## src/logic/esc_pkg.sv

```systemverilog
/*
 esc_pkg: constants, field positions, command addresses and timing for the encoder serial command link.
 assumes a 200 MHz hclk on both ends.
*/
package esc_pkg;
  // ****************************************************************
  // frame layout
  // ****************************************************************
  localparam int FRAME_BITS = 16;
  localparam int DATA_BITS = 14;
  localparam int MSB_POS = 15;
  localparam int ADDR_HI = 14;
  localparam int ADDR_LO = 1;
  localparam int DATA_LO = 2;
  localparam int EF_POS = 1;
  localparam int PAR_POS = 0;
  localparam int IFRST_POS = 2;
  localparam logic [4:0] CNT_ZERO = 5'h00;
  localparam logic [4:0] CNT_FULL = 5'h10;
  localparam logic [4:0] CNT_OVER = 5'h11;
  // ****************************************************************
  // fixed command addresses
  // ****************************************************************
  localparam logic [13:0] ADDR_CLR_ERR = 14'h3380;
  localparam logic [13:0] ADDR_SOFT_RST = 14'h3c00;
  localparam logic [13:0] ADDR_NOP = 14'h0000;
  localparam logic [13:0] ADDR_ANGLE = 14'h3fff;
  localparam logic [13:0] DATA_ZERO = 14'h0000;
  localparam logic [15:0] RESP_RESET = 16'h0000;
  // sync order {wire_mode, mosi, ss_n, sclk}; idle select and clock high
  localparam logic [3:0] DEV_SYNC_RST = 4'h3;
  localparam logic [1:0] STRAP_WAIT = 2'h3;
  // ****************************************************************
  // timing
  // ****************************************************************
  localparam int CLK_PERIOD_NS = 5;
  localparam int SCLK_PERIOD_NS = 160;
  localparam int SYNC_GAP_NS = 350;
  localparam int SCLK_HALF_CYC = SCLK_PERIOD_NS / (2 * CLK_PERIOD_NS);
  localparam int SYNC_GAP_CYC = (SYNC_GAP_NS + CLK_PERIOD_NS - 1) / CLK_PERIOD_NS;
  localparam logic [4:0] HALF_LAST = 5'(SCLK_HALF_CYC - 1);
  localparam logic [6:0] GAP_LAST = 7'(SYNC_GAP_CYC - 1);
  // ****************************************************************
  // host registers on AHB-Lite
  // ****************************************************************
  localparam logic [7:0] OFF_TX = 8'h00;
  localparam logic [7:0] OFF_STATUS = 8'h04;
  localparam int ST_PAR_OK = 16;
  localparam int ST_EF = 17;
  localparam int ST_BUSY = 18;
  localparam int ST_DONE = 19;
  typedef enum logic [3:0] {
    ESC_IDLE = 4'h1,
    ESC_LEAD = 4'h2,
    ESC_SHIFT = 4'h4,
    ESC_GAP = 4'h8
  } esc_host_state_type;
endpackage

```

## src/logic/esc_link_if.sv

```systemverilog
/*
 esc_link_if: serial wires between host and device.
 assumes the bench joins both ends; miso is valid only while miso_oe is high.
*/
`timescale 1ns/1ps
interface esc_link_if;
  logic sclk;
  logic ss_n;
  logic mosi;
  logic miso;
  logic miso_oe;
  modport dev_mp (input sclk, input ss_n, input mosi, output miso, output miso_oe);
  modport host_mp (output sclk, output ss_n, output mosi, input miso, input miso_oe);
endinterface

```

## src/logic/esc_shift.sv

```systemverilog
/*
 esc_shift: loadable msb-first shift register.
 assumes load and shift are single-cycle strobes on clk.
*/
`timescale 1ns/1ps
module esc_shift #(parameter int W = 16)
(
  input wire logic clk,
  input wire logic rst_n,
  input wire logic load,
  input wire logic [W-1:0] load_val,
  input wire logic shift,
  input wire logic ser_in,
  output logic [W-1:0] q
);
  always_ff @(posedge clk or negedge rst_n)
  begin
    if (!rst_n)
      q <= '0;
    else if (load)
      q <= load_val;
    else if (shift)
      q <= {q[W-2:0], ser_in};
  end
endmodule

```

## src/logic/esc_device.sv

```systemverilog
/*
 esc_device: command layer of the encoder's serial slave: frame capture, decode, error flag, soft reset.
 assumes sclk idles high, the host keeps the select gap, register data is returned on reg_rd_data.
*/
`timescale 1ns/1ps
module esc_device
(
  input wire logic hclk,
  input wire logic hresetn,
  esc_link_if.dev_mp link,
  input wire logic wire_mode_pin,
  input wire logic asleep,
  input wire logic [13:0] reg_rd_data,
  output logic [13:0] reg_rd_addr_r,
  output logic reg_wr_r,
  output logic [13:0] reg_wr_addr_r,
  output logic [13:0] reg_wr_data_r,
  output logic transfer_error_flag_r,
  output logic wire_mode_r,
  output logic iface_reset_r,
  output logic osc_start_r,
  output logic [2:0] rst_seq_r,
  output logic trim_load_r
);
  // ****************************************************************
  // input synchronisers and edge detection
  // ****************************************************************
  logic [3:0] sync1_r;
  logic [3:0] sync2_r;
  logic sclk_d_r;
  logic ss_d_r;
  always_ff @(posedge hclk or negedge hresetn)
  begin
    if (!hresetn)
    begin
      sync1_r <= esc_pkg::DEV_SYNC_RST;
      sync2_r <= esc_pkg::DEV_SYNC_RST;
      sclk_d_r <= 1'b1;
      ss_d_r <= 1'b1;
    end
    else
    begin
      sync1_r <= {wire_mode_pin, link.mosi, link.ss_n, link.sclk};
      sync2_r <= sync1_r;
      sclk_d_r <= sync2_r[0];
      ss_d_r <= sync2_r[1];
    end
  end
  wire sclk_s = sync2_r[0];
  wire ss_s = sync2_r[1];
  wire mosi_s = sync2_r[2];
  wire wire_s = sync2_r[3];
  wire active = ~ss_s;
  wire sclk_fall = active & sclk_d_r & ~sclk_s;
  wire sclk_rise = active & ~sclk_d_r & sclk_s;
  wire ss_fall = ss_d_r & ~ss_s;
  wire frame_end = ~ss_d_r & ss_s;
  // ****************************************************************
  // shift registers
  // ****************************************************************
  logic [15:0] rx_q;
  logic [15:0] tx_q;
  logic [15:0] resp_r;
  logic [4:0] bit_cnt_r;
  logic miso_r;
  logic miso_oe_r;
  wire rx_bit = wire_mode_r & mosi_s;
  esc_shift #(.W(esc_pkg::FRAME_BITS)) u_rx
  (
    .clk(hclk),
    .rst_n(hresetn),
    .load(ss_fall),
    .load_val(esc_pkg::RESP_RESET),
    .shift(sclk_fall),
    .ser_in(rx_bit),
    .q(rx_q)
  );
  esc_shift #(.W(esc_pkg::FRAME_BITS)) u_tx
  (
    .clk(hclk),
    .rst_n(hresetn),
    .load(ss_fall),
    .load_val(resp_r),
    .shift(sclk_rise),
    .ser_in(1'b0),
    .q(tx_q)
  );
  always_ff @(posedge hclk or negedge hresetn)
  begin
    if (!hresetn)
      bit_cnt_r <= esc_pkg::CNT_ZERO;
    else if (ss_fall)
      bit_cnt_r <= esc_pkg::CNT_ZERO;
    else if (sclk_fall && bit_cnt_r != esc_pkg::CNT_OVER)
      bit_cnt_r <= bit_cnt_r + 5'h01;
  end
  always_ff @(posedge hclk or negedge hresetn)
  begin
    if (!hresetn)
    begin
      miso_r <= 1'b0;
      miso_oe_r <= 1'b0;
    end
    else
    begin
      miso_r <= active & tx_q[esc_pkg::MSB_POS];
      miso_oe_r <= active;
    end
  end
  assign link.miso = miso_r;
  assign link.miso_oe = miso_oe_r;
  // ****************************************************************
  // frame decode
  // ****************************************************************
  logic wr_pend_r;
  logic [13:0] wr_addr_r;
  wire [13:0] addr = rx_q[esc_pkg::ADDR_HI:esc_pkg::ADDR_LO];
  wire is_read = rx_q[esc_pkg::MSB_POS];
  wire [13:0] rx_data = rx_q[esc_pkg::MSB_POS:esc_pkg::DATA_LO];
  wire cnt_ok = bit_cnt_r == esc_pkg::CNT_FULL;
  wire par_ok = ~^rx_q;
  wire bad_rd = (addr == esc_pkg::ADDR_SOFT_RST) | (addr == esc_pkg::ADDR_NOP);
  wire bad_cmd = ~wr_pend_r & (is_read ? bad_rd : (addr == esc_pkg::ADDR_CLR_ERR));
  wire frame_err = frame_end & (~cnt_ok | (wire_mode_r & (~par_ok | bad_cmd)));
  wire frame_ok = frame_end & ~frame_err;
  wire three_rd = frame_ok & ~wire_mode_r;
  wire data_frame = frame_ok & wire_mode_r & wr_pend_r;
  wire cmd_read = frame_ok & wire_mode_r & ~wr_pend_r & is_read;
  wire cmd_write = frame_ok & wire_mode_r & ~wr_pend_r & ~is_read & (addr != esc_pkg::ADDR_NOP);
  wire clr_cmd = cmd_read & (addr == esc_pkg::ADDR_CLR_ERR);
  wire srst_data = data_frame & (wr_addr_r == esc_pkg::ADDR_SOFT_RST);
  wire if_rst = srst_data & rx_q[esc_pkg::IFRST_POS];
  always_ff @(posedge hclk or negedge hresetn)
  begin
    if (!hresetn)
    begin
      wr_pend_r <= 1'b0;
      wr_addr_r <= esc_pkg::ADDR_NOP;
    end
    else if (frame_end)
    begin
      wr_pend_r <= cmd_write;
      wr_addr_r <= cmd_write ? addr : wr_addr_r;
    end
  end
  // ****************************************************************
  // error flag and response build
  // ****************************************************************
  logic rd_pend_r;
  logic build_r;
  logic [13:0] hold_data_r;
  always_ff @(posedge hclk or negedge hresetn)
  begin
    if (!hresetn)
      transfer_error_flag_r <= 1'b0;
    else if (frame_err)
      transfer_error_flag_r <= 1'b1;
    else if (clr_cmd || if_rst)
      transfer_error_flag_r <= 1'b0;
  end
  always_ff @(posedge hclk or negedge hresetn)
  begin
    if (!hresetn)
    begin
      rd_pend_r <= 1'b0;
      build_r <= 1'b0;
      hold_data_r <= esc_pkg::DATA_ZERO;
      reg_rd_addr_r <= esc_pkg::ADDR_NOP;
    end
    else
    begin
      build_r <= frame_end;
      if (frame_end)
      begin
        rd_pend_r <= (cmd_read & ~clr_cmd) | three_rd;
        hold_data_r <= (data_frame & ~if_rst) ? rx_data : esc_pkg::DATA_ZERO;
        reg_rd_addr_r <= three_rd ? esc_pkg::ADDR_ANGLE : addr;
      end
    end
  end
  wire [13:0] resp_data = rd_pend_r ? reg_rd_data : hold_data_r;
  wire resp_par = ^{resp_data, transfer_error_flag_r};
  always_ff @(posedge hclk or negedge hresetn)
  begin
    if (!hresetn)
      resp_r <= esc_pkg::RESP_RESET;
    else if (build_r)
      resp_r <= {resp_data, transfer_error_flag_r, resp_par};
  end
  // ****************************************************************
  // register writes
  // ****************************************************************
  always_ff @(posedge hclk or negedge hresetn)
  begin
    if (!hresetn)
    begin
      reg_wr_r <= 1'b0;
      reg_wr_addr_r <= esc_pkg::ADDR_NOP;
      reg_wr_data_r <= esc_pkg::DATA_ZERO;
    end
    else
    begin
      reg_wr_r <= data_frame & ~srst_data;
      if (data_frame)
      begin
        reg_wr_addr_r <= wr_addr_r;
        reg_wr_data_r <= rx_data;
      end
    end
  end
  // ****************************************************************
  // soft reset sequence, strap and trim load
  // ****************************************************************
  logic [1:0] strap_cnt_r;
  wire por_load = strap_cnt_r == esc_pkg::STRAP_WAIT - 2'h1;
  always_ff @(posedge hclk or negedge hresetn)
  begin
    if (!hresetn)
    begin
      strap_cnt_r <= 2'h0;
      osc_start_r <= 1'b0;
      iface_reset_r <= 1'b0;
      rst_seq_r <= 3'h0;
      trim_load_r <= 1'b0;
      wire_mode_r <= 1'b0;
    end
    else
    begin
      if (strap_cnt_r != esc_pkg::STRAP_WAIT)
        strap_cnt_r <= strap_cnt_r + 2'h1;
      osc_start_r <= srst_data & asleep;
      iface_reset_r <= if_rst;
      rst_seq_r <= {rst_seq_r[1:0], srst_data};
      trim_load_r <= por_load | rst_seq_r[0];
      if (por_load || rst_seq_r[0])
        wire_mode_r <= wire_s;
    end
  end
endmodule

```

## src/flat_wrapper.sv

```systemverilog
// flat-port wrapper written by rule: the top's interface ports become plain ports
module esc_device_flat 
  (hclk, hresetn, wire_mode_pin, asleep, reg_rd_data, reg_rd_addr_r, reg_wr_r, reg_wr_addr_r, reg_wr_data_r, transfer_error_flag_r, wire_mode_r, iface_reset_r, osc_start_r, rst_seq_r, trim_load_r, link_sclk, link_ss_n, link_mosi, link_miso, link_miso_oe);
  esc_link_if link_i ();
  input wire logic hclk;
  input wire logic hresetn;
  input wire logic wire_mode_pin;
  input wire logic asleep;
  input wire logic [13:0] reg_rd_data;
  output logic [13:0] reg_rd_addr_r;
  output logic reg_wr_r;
  output logic [13:0] reg_wr_addr_r;
  output logic [13:0] reg_wr_data_r;
  output logic transfer_error_flag_r;
  output logic wire_mode_r;
  output logic iface_reset_r;
  output logic osc_start_r;
  output logic [2:0] rst_seq_r;
  output logic trim_load_r;
  input wire logic [$bits(link_i.sclk)-1:0] link_sclk;
  input wire logic [$bits(link_i.ss_n)-1:0] link_ss_n;
  input wire logic [$bits(link_i.mosi)-1:0] link_mosi;
  output wire logic [$bits(link_i.miso)-1:0] link_miso;
  output wire logic [$bits(link_i.miso_oe)-1:0] link_miso_oe;
  assign link_i.sclk = link_sclk;
  assign link_i.ss_n = link_ss_n;
  assign link_i.mosi = link_mosi;
  assign link_miso = link_i.miso;
  assign link_miso_oe = link_i.miso_oe;
  esc_device u_core (.hclk(hclk), .hresetn(hresetn), .link(link_i), .wire_mode_pin(wire_mode_pin), .asleep(asleep), .reg_rd_data(reg_rd_data), .reg_rd_addr_r(reg_rd_addr_r), .reg_wr_r(reg_wr_r), .reg_wr_addr_r(reg_wr_addr_r), .reg_wr_data_r(reg_wr_data_r), .transfer_error_flag_r(transfer_error_flag_r), .wire_mode_r(wire_mode_r), .iface_reset_r(iface_reset_r), .osc_start_r(osc_start_r), .rst_seq_r(rst_seq_r), .trim_load_r(trim_load_r));
endmodule
```

## config.mk

```make
export PLATFORM = sky130hd
export DESIGN_NAME = esc_device_flat
export DESIGN_NICKNAME = d
export VERILOG_FILES = /design/src/logic/esc_pkg.sv /design/src/logic/esc_link_if.sv /design/src/logic/esc_shift.sv /design/src/logic/esc_device.sv /design/src/flat_wrapper.sv
export SDC_FILE = /design/constraint.sdc
export NUM_CORES = 1
export LEC_CHECK = 0
export BUFFER_PORTS_ARGS = -buffer_cell sky130_fd_sc_hd__buf_2
export CORE_ASPECT_RATIO = 1.5
export CORE_MARGIN = 10
export CORE_UTILIZATION = 25
export DETAILED_ROUTE_END_ITERATION = 12
export PLACE_DENSITY = 0.49
export SLEW_MARGIN = 15
export SYNTH_ARGS = -nofsm -noshare
export SYNTH_HDL_FRONTEND = slang
export SYNTH_SLANG_ARGS = --single-unit
export TNS_END_PERCENT = 10
```

## constraint.sdc

```tcl
create_clock -name hclk -period 5 [get_ports hclk]
set_input_delay 0.75 -clock hclk [delete_from_list [all_inputs] [get_ports hclk]]
set_output_delay 0.75 -clock hclk [all_outputs]
set_load 0.02 [all_outputs]
```

==> run_results.csv <==
group,metric,value,unit
routing,wire_per_inst,16.8,um
floorplanning,die_h,216,um
timing,max_clock_freq,0.348,GHz
cts,cts_tree,"done",
synth,synth.net_count,577,
cts,hold_buffers,0,
synth,netlist_area,0.00639,sq mm
flow_run,drv_cap,0,
timing,hold_ws,0.318,ns
pwr,p_per_area,353,mW/mm^2
layout,drive_gt1_share,26.5,%
cts,cts-root-buf,"clkbuf_16",
routing,viasPerCell,4.32,
global_route,antenna_found_initial,0,
layout,nets,636,
timing,post-route-min-period,2.87,ns
timing,finalClockSkew,0.00954,ns
critical_path,critical_path.max_fanout,15,
timing,rsz0062_at_grt,"false",
place,place_inst,919,
synth,synth_top_area_cell,"dfrtp_1",
synth,synth-seq-area-share,58.5,%
cts,path_clk_slew,0.06,ns
cts,clkLatencyLatePin,0.42,ns
global_route,overflow,0,
synth,synth-seq-cells,149,
timing,slew_violations,0,
critical_path,cp_common_cell,"xnor2_1",
routing,drt-total-wl,16000,um
critical_path,end_kind,"flip-flop",
layout,final_cell_area,0.00764,sq mm
synth,synth-edff-count,0,
floorplanning,pin_count,74,
pwr,leakagePower,3.61,nW
global_route,grt_max_degree,66,
synth,synth_flop_cell,"dfrtp_1",
floorplanning,num_rows,71,
timing,hold_violations,0,
critical_path,crit_chain,"xnor2_1 -> xnor2_1 -> xnor2_1 -> xnor2_2 -> nor4_4 -> mux2_2",
floorplanning,fp.coreArea,0.0251,sq mm
synth,synthTopCellsByArea,"dfrtp_1 56%, mux2_2 7.8%, mux2i_1 5.8%, nand2_1 4.7%, xnor2_1 3.3%",
synth,async_reset_ff_share,100,%
cts,cts_buffers,17,
critical_path,path_class,"reg2reg",
timing,setup_viol,0,
synth,synthCells,551,
timing,fin_tns_setup,0,ns
synth,yosysWarnings,0,
cts,cts_resized,0,
routing,route.met2.wl,8370,um
critical_path,critPathMaxStageDelay,0.93,ns
place,dpl.hpwl,11400,um
routing,wl_met1,6830,um
cts,htree_levels,4,
synth,synth.top_cell.area_share,56.0,%
cts,cts.path.max_buffers,2,
routing,dr.pass1.iters,4,
routing,dr_wl_met3,569,um
synth,synth.most_common_cell,"dfrtp_1",
critical_path,startpoint_type,"flip-flop",
routing,drcViolationCount,0,
timing,max_slew.worst_pin.slew,1.05,ns
synth,synth_area_per_cell,11.6,sq um
synth,synth_commonest_cells,"143 x dfrtp_1, 80 x nand2_1, 44 x mux2_2",
synth,synth_cell_types,41,
routing,ant_nets,0,
status,status,"completed",
min_path,hp-class,"in2async",
global_route,grt_use_total,10.2,%
critical_path,cp.arrival,3.18,ns
global_route,grt_pass1_vias,4476,
routing,vias,4109,
critical_path,slowest_stage,"nor4_4",
floorplanning,die_w,151,um
layout,n_antenna_cell,0,
cts,cts_setup_buffers,0,
critical_path,r2r_setup_slack,2.13,ns
floorplanning,dieArea,0.0325,sq mm
critical_path,crit_required,5.31,ns
global_route,grt_first_pass_wirelength,25800,um
timing,slew_headroom,29.5,%
place,gp_congestion,0.779,
place,io_buffers,73,
place,dpl_cell_area,0.00706,sq mm
layout,layout.cells.non_filler,951,
cts,clock-sinks,149,
routing,drtIter0Drc,192,
timing,post-route-period-util,57.5,%
routing,top_layer_used,"met4",
floorplanning,start_util,25.4,%
pwr,ir_drop,0.161,mV
layout,area_delta_synth_final,19.6,%
cell usage in the layout (no fill, tap or decap), types with 2 or more instances in the layout:
| cell | instances |
|---|---|
| dfstp_2 | 6 |
| clkbuf_1 | 4 |
| buf_2 | 72 |
| dfrtp_1 | 143 |
| or4_1 | 3 |
| nand3_1 | 18 |
| nor3_1 | 5 |
| nor2b_1 | 2 |
| ha_1 | 5 |
| nand2_1 | 80 |
| and3_1 | 2 |
| clkbuf_16 | 17 |
| a21oi_1 | 31 |
| mux2_2 | 44 |
| inv_6 | 2 |
| nor2_1 | 23 |
| nor4bb_1 | 3 |
| xnor2_1 | 24 |
| a22o_1 | 14 |
| nor3b_1 | 2 |
| mux2i_1 | 37 |
| a21o_1 | 2 |
| o21ai_0 | 17 |
| nand4_1 | 6 |
| nor4_1 | 2 |
| bufinv_16 | 2 |
| inv_1 | 7 |
| clkinvlp_4 | 3 |
| and2_1 | 2 |
| xor2_1 | 16 |
| buf_4 | 8 |
| clkinv_4 | 2 |
area by class of cell:
class	instances	area [sq um]
clock inverter	10	123
timing repair buffer	81	432
multi-input combinational	353	2460
clock buffer	22	454
sequential	149	3740
inverter	8	30.0
fill	2559	17500
tap	328	410
where the power goes:
group | switching, mW | internal (mW) | total (mW)
Combinational | 0.0869 | 0.0499 | 0.137
Clock | 0.513 | 0.752 | 1.26
Sequential | 0.0339 | 1.26 | 1.29
kinds of logic after synthesis:
group / share of synthesized area (%)
buf+inv: 3.27
fa+ha+maj: 0.979
compound gates: 6.66
flops: 58.5
simple gates: 11.3
mux: 13.6
xor+xnor: 5.74
worst max-delay path: cells and delay by family (launching register included):
kind | cells | cell delay [ns]
AND/OR/NAND/NOR | 1 | 0.93
XOR/XNOR | 4 | 0.91
flip-flops | 1 | 0.50
multiplexers | 1 | 0.42
sequential cells by signal, indices dropped and copies added (netlist names), 2 cells and up:
signal,count
u_core.bit_cnt_r,5
u_core.hold_data_r,14
u_core.reg_rd_addr_r,14
u_core.reg_wr_addr_r,14
u_core.reg_wr_data_r,14
u_core.resp_r,16
u_core.rst_seq_r,3
u_core.strap_cnt_r,2
u_core.sync1_r,4
u_core.sync2_r,4
u_core.u_rx.q,16
u_core.u_tx.q,16
u_core.wr_addr_r,14
stage by stage:
stage	utilization (%)	setup slack [ns]	total power, mW
after floorplan	-	2.69	1.39
after global routing	30.4	1.91	2.81
after CTS	30.4	2.05	2.74
after global placement	28.1	2.10	1.46
after detailed placement	28.1	2.07	1.46
final	30.4	2.13	2.69
worst paths after layout:
| kind | from | end | cells past startpoint |
|---|---|---|---|
| max in group asynchronous | hresetn | u_core.link.miso_oe$_DFF_PN0_ | 2 |
| max reg2reg | u_core.u_rx.q[10]$_DFFE_PN0P_ | u_core.wr_addr_r[10]$_DFFE_PN0P_ | 6 |
| min in group hclk | u_core.sync1_r[3]$_DFF_PN0_ | u_core.sync2_r[3]$_DFF_PN0_ | 0 |
| min reg2reg | u_core.sync1_r[3]$_DFF_PN0_ | u_core.sync2_r[3]$_DFF_PN0_ | 0 |
| max | u_core.u_rx.q[10]$_DFFE_PN0P_ | u_core.wr_addr_r[10]$_DFFE_PN0P_ | 6 |
| min | hresetn | u_core.reg_wr_data_r[9]$_DFFE_PN0P_ | 1 |
layer usage:
layer	up-vias	track usage, %
li1	2003	-
met1	2031	11.9
met2	60	17.6
met3	15	2.39
met4	0	3.31
met5	-	0
No activity file was read; power rests on OpenSTA's default activity.
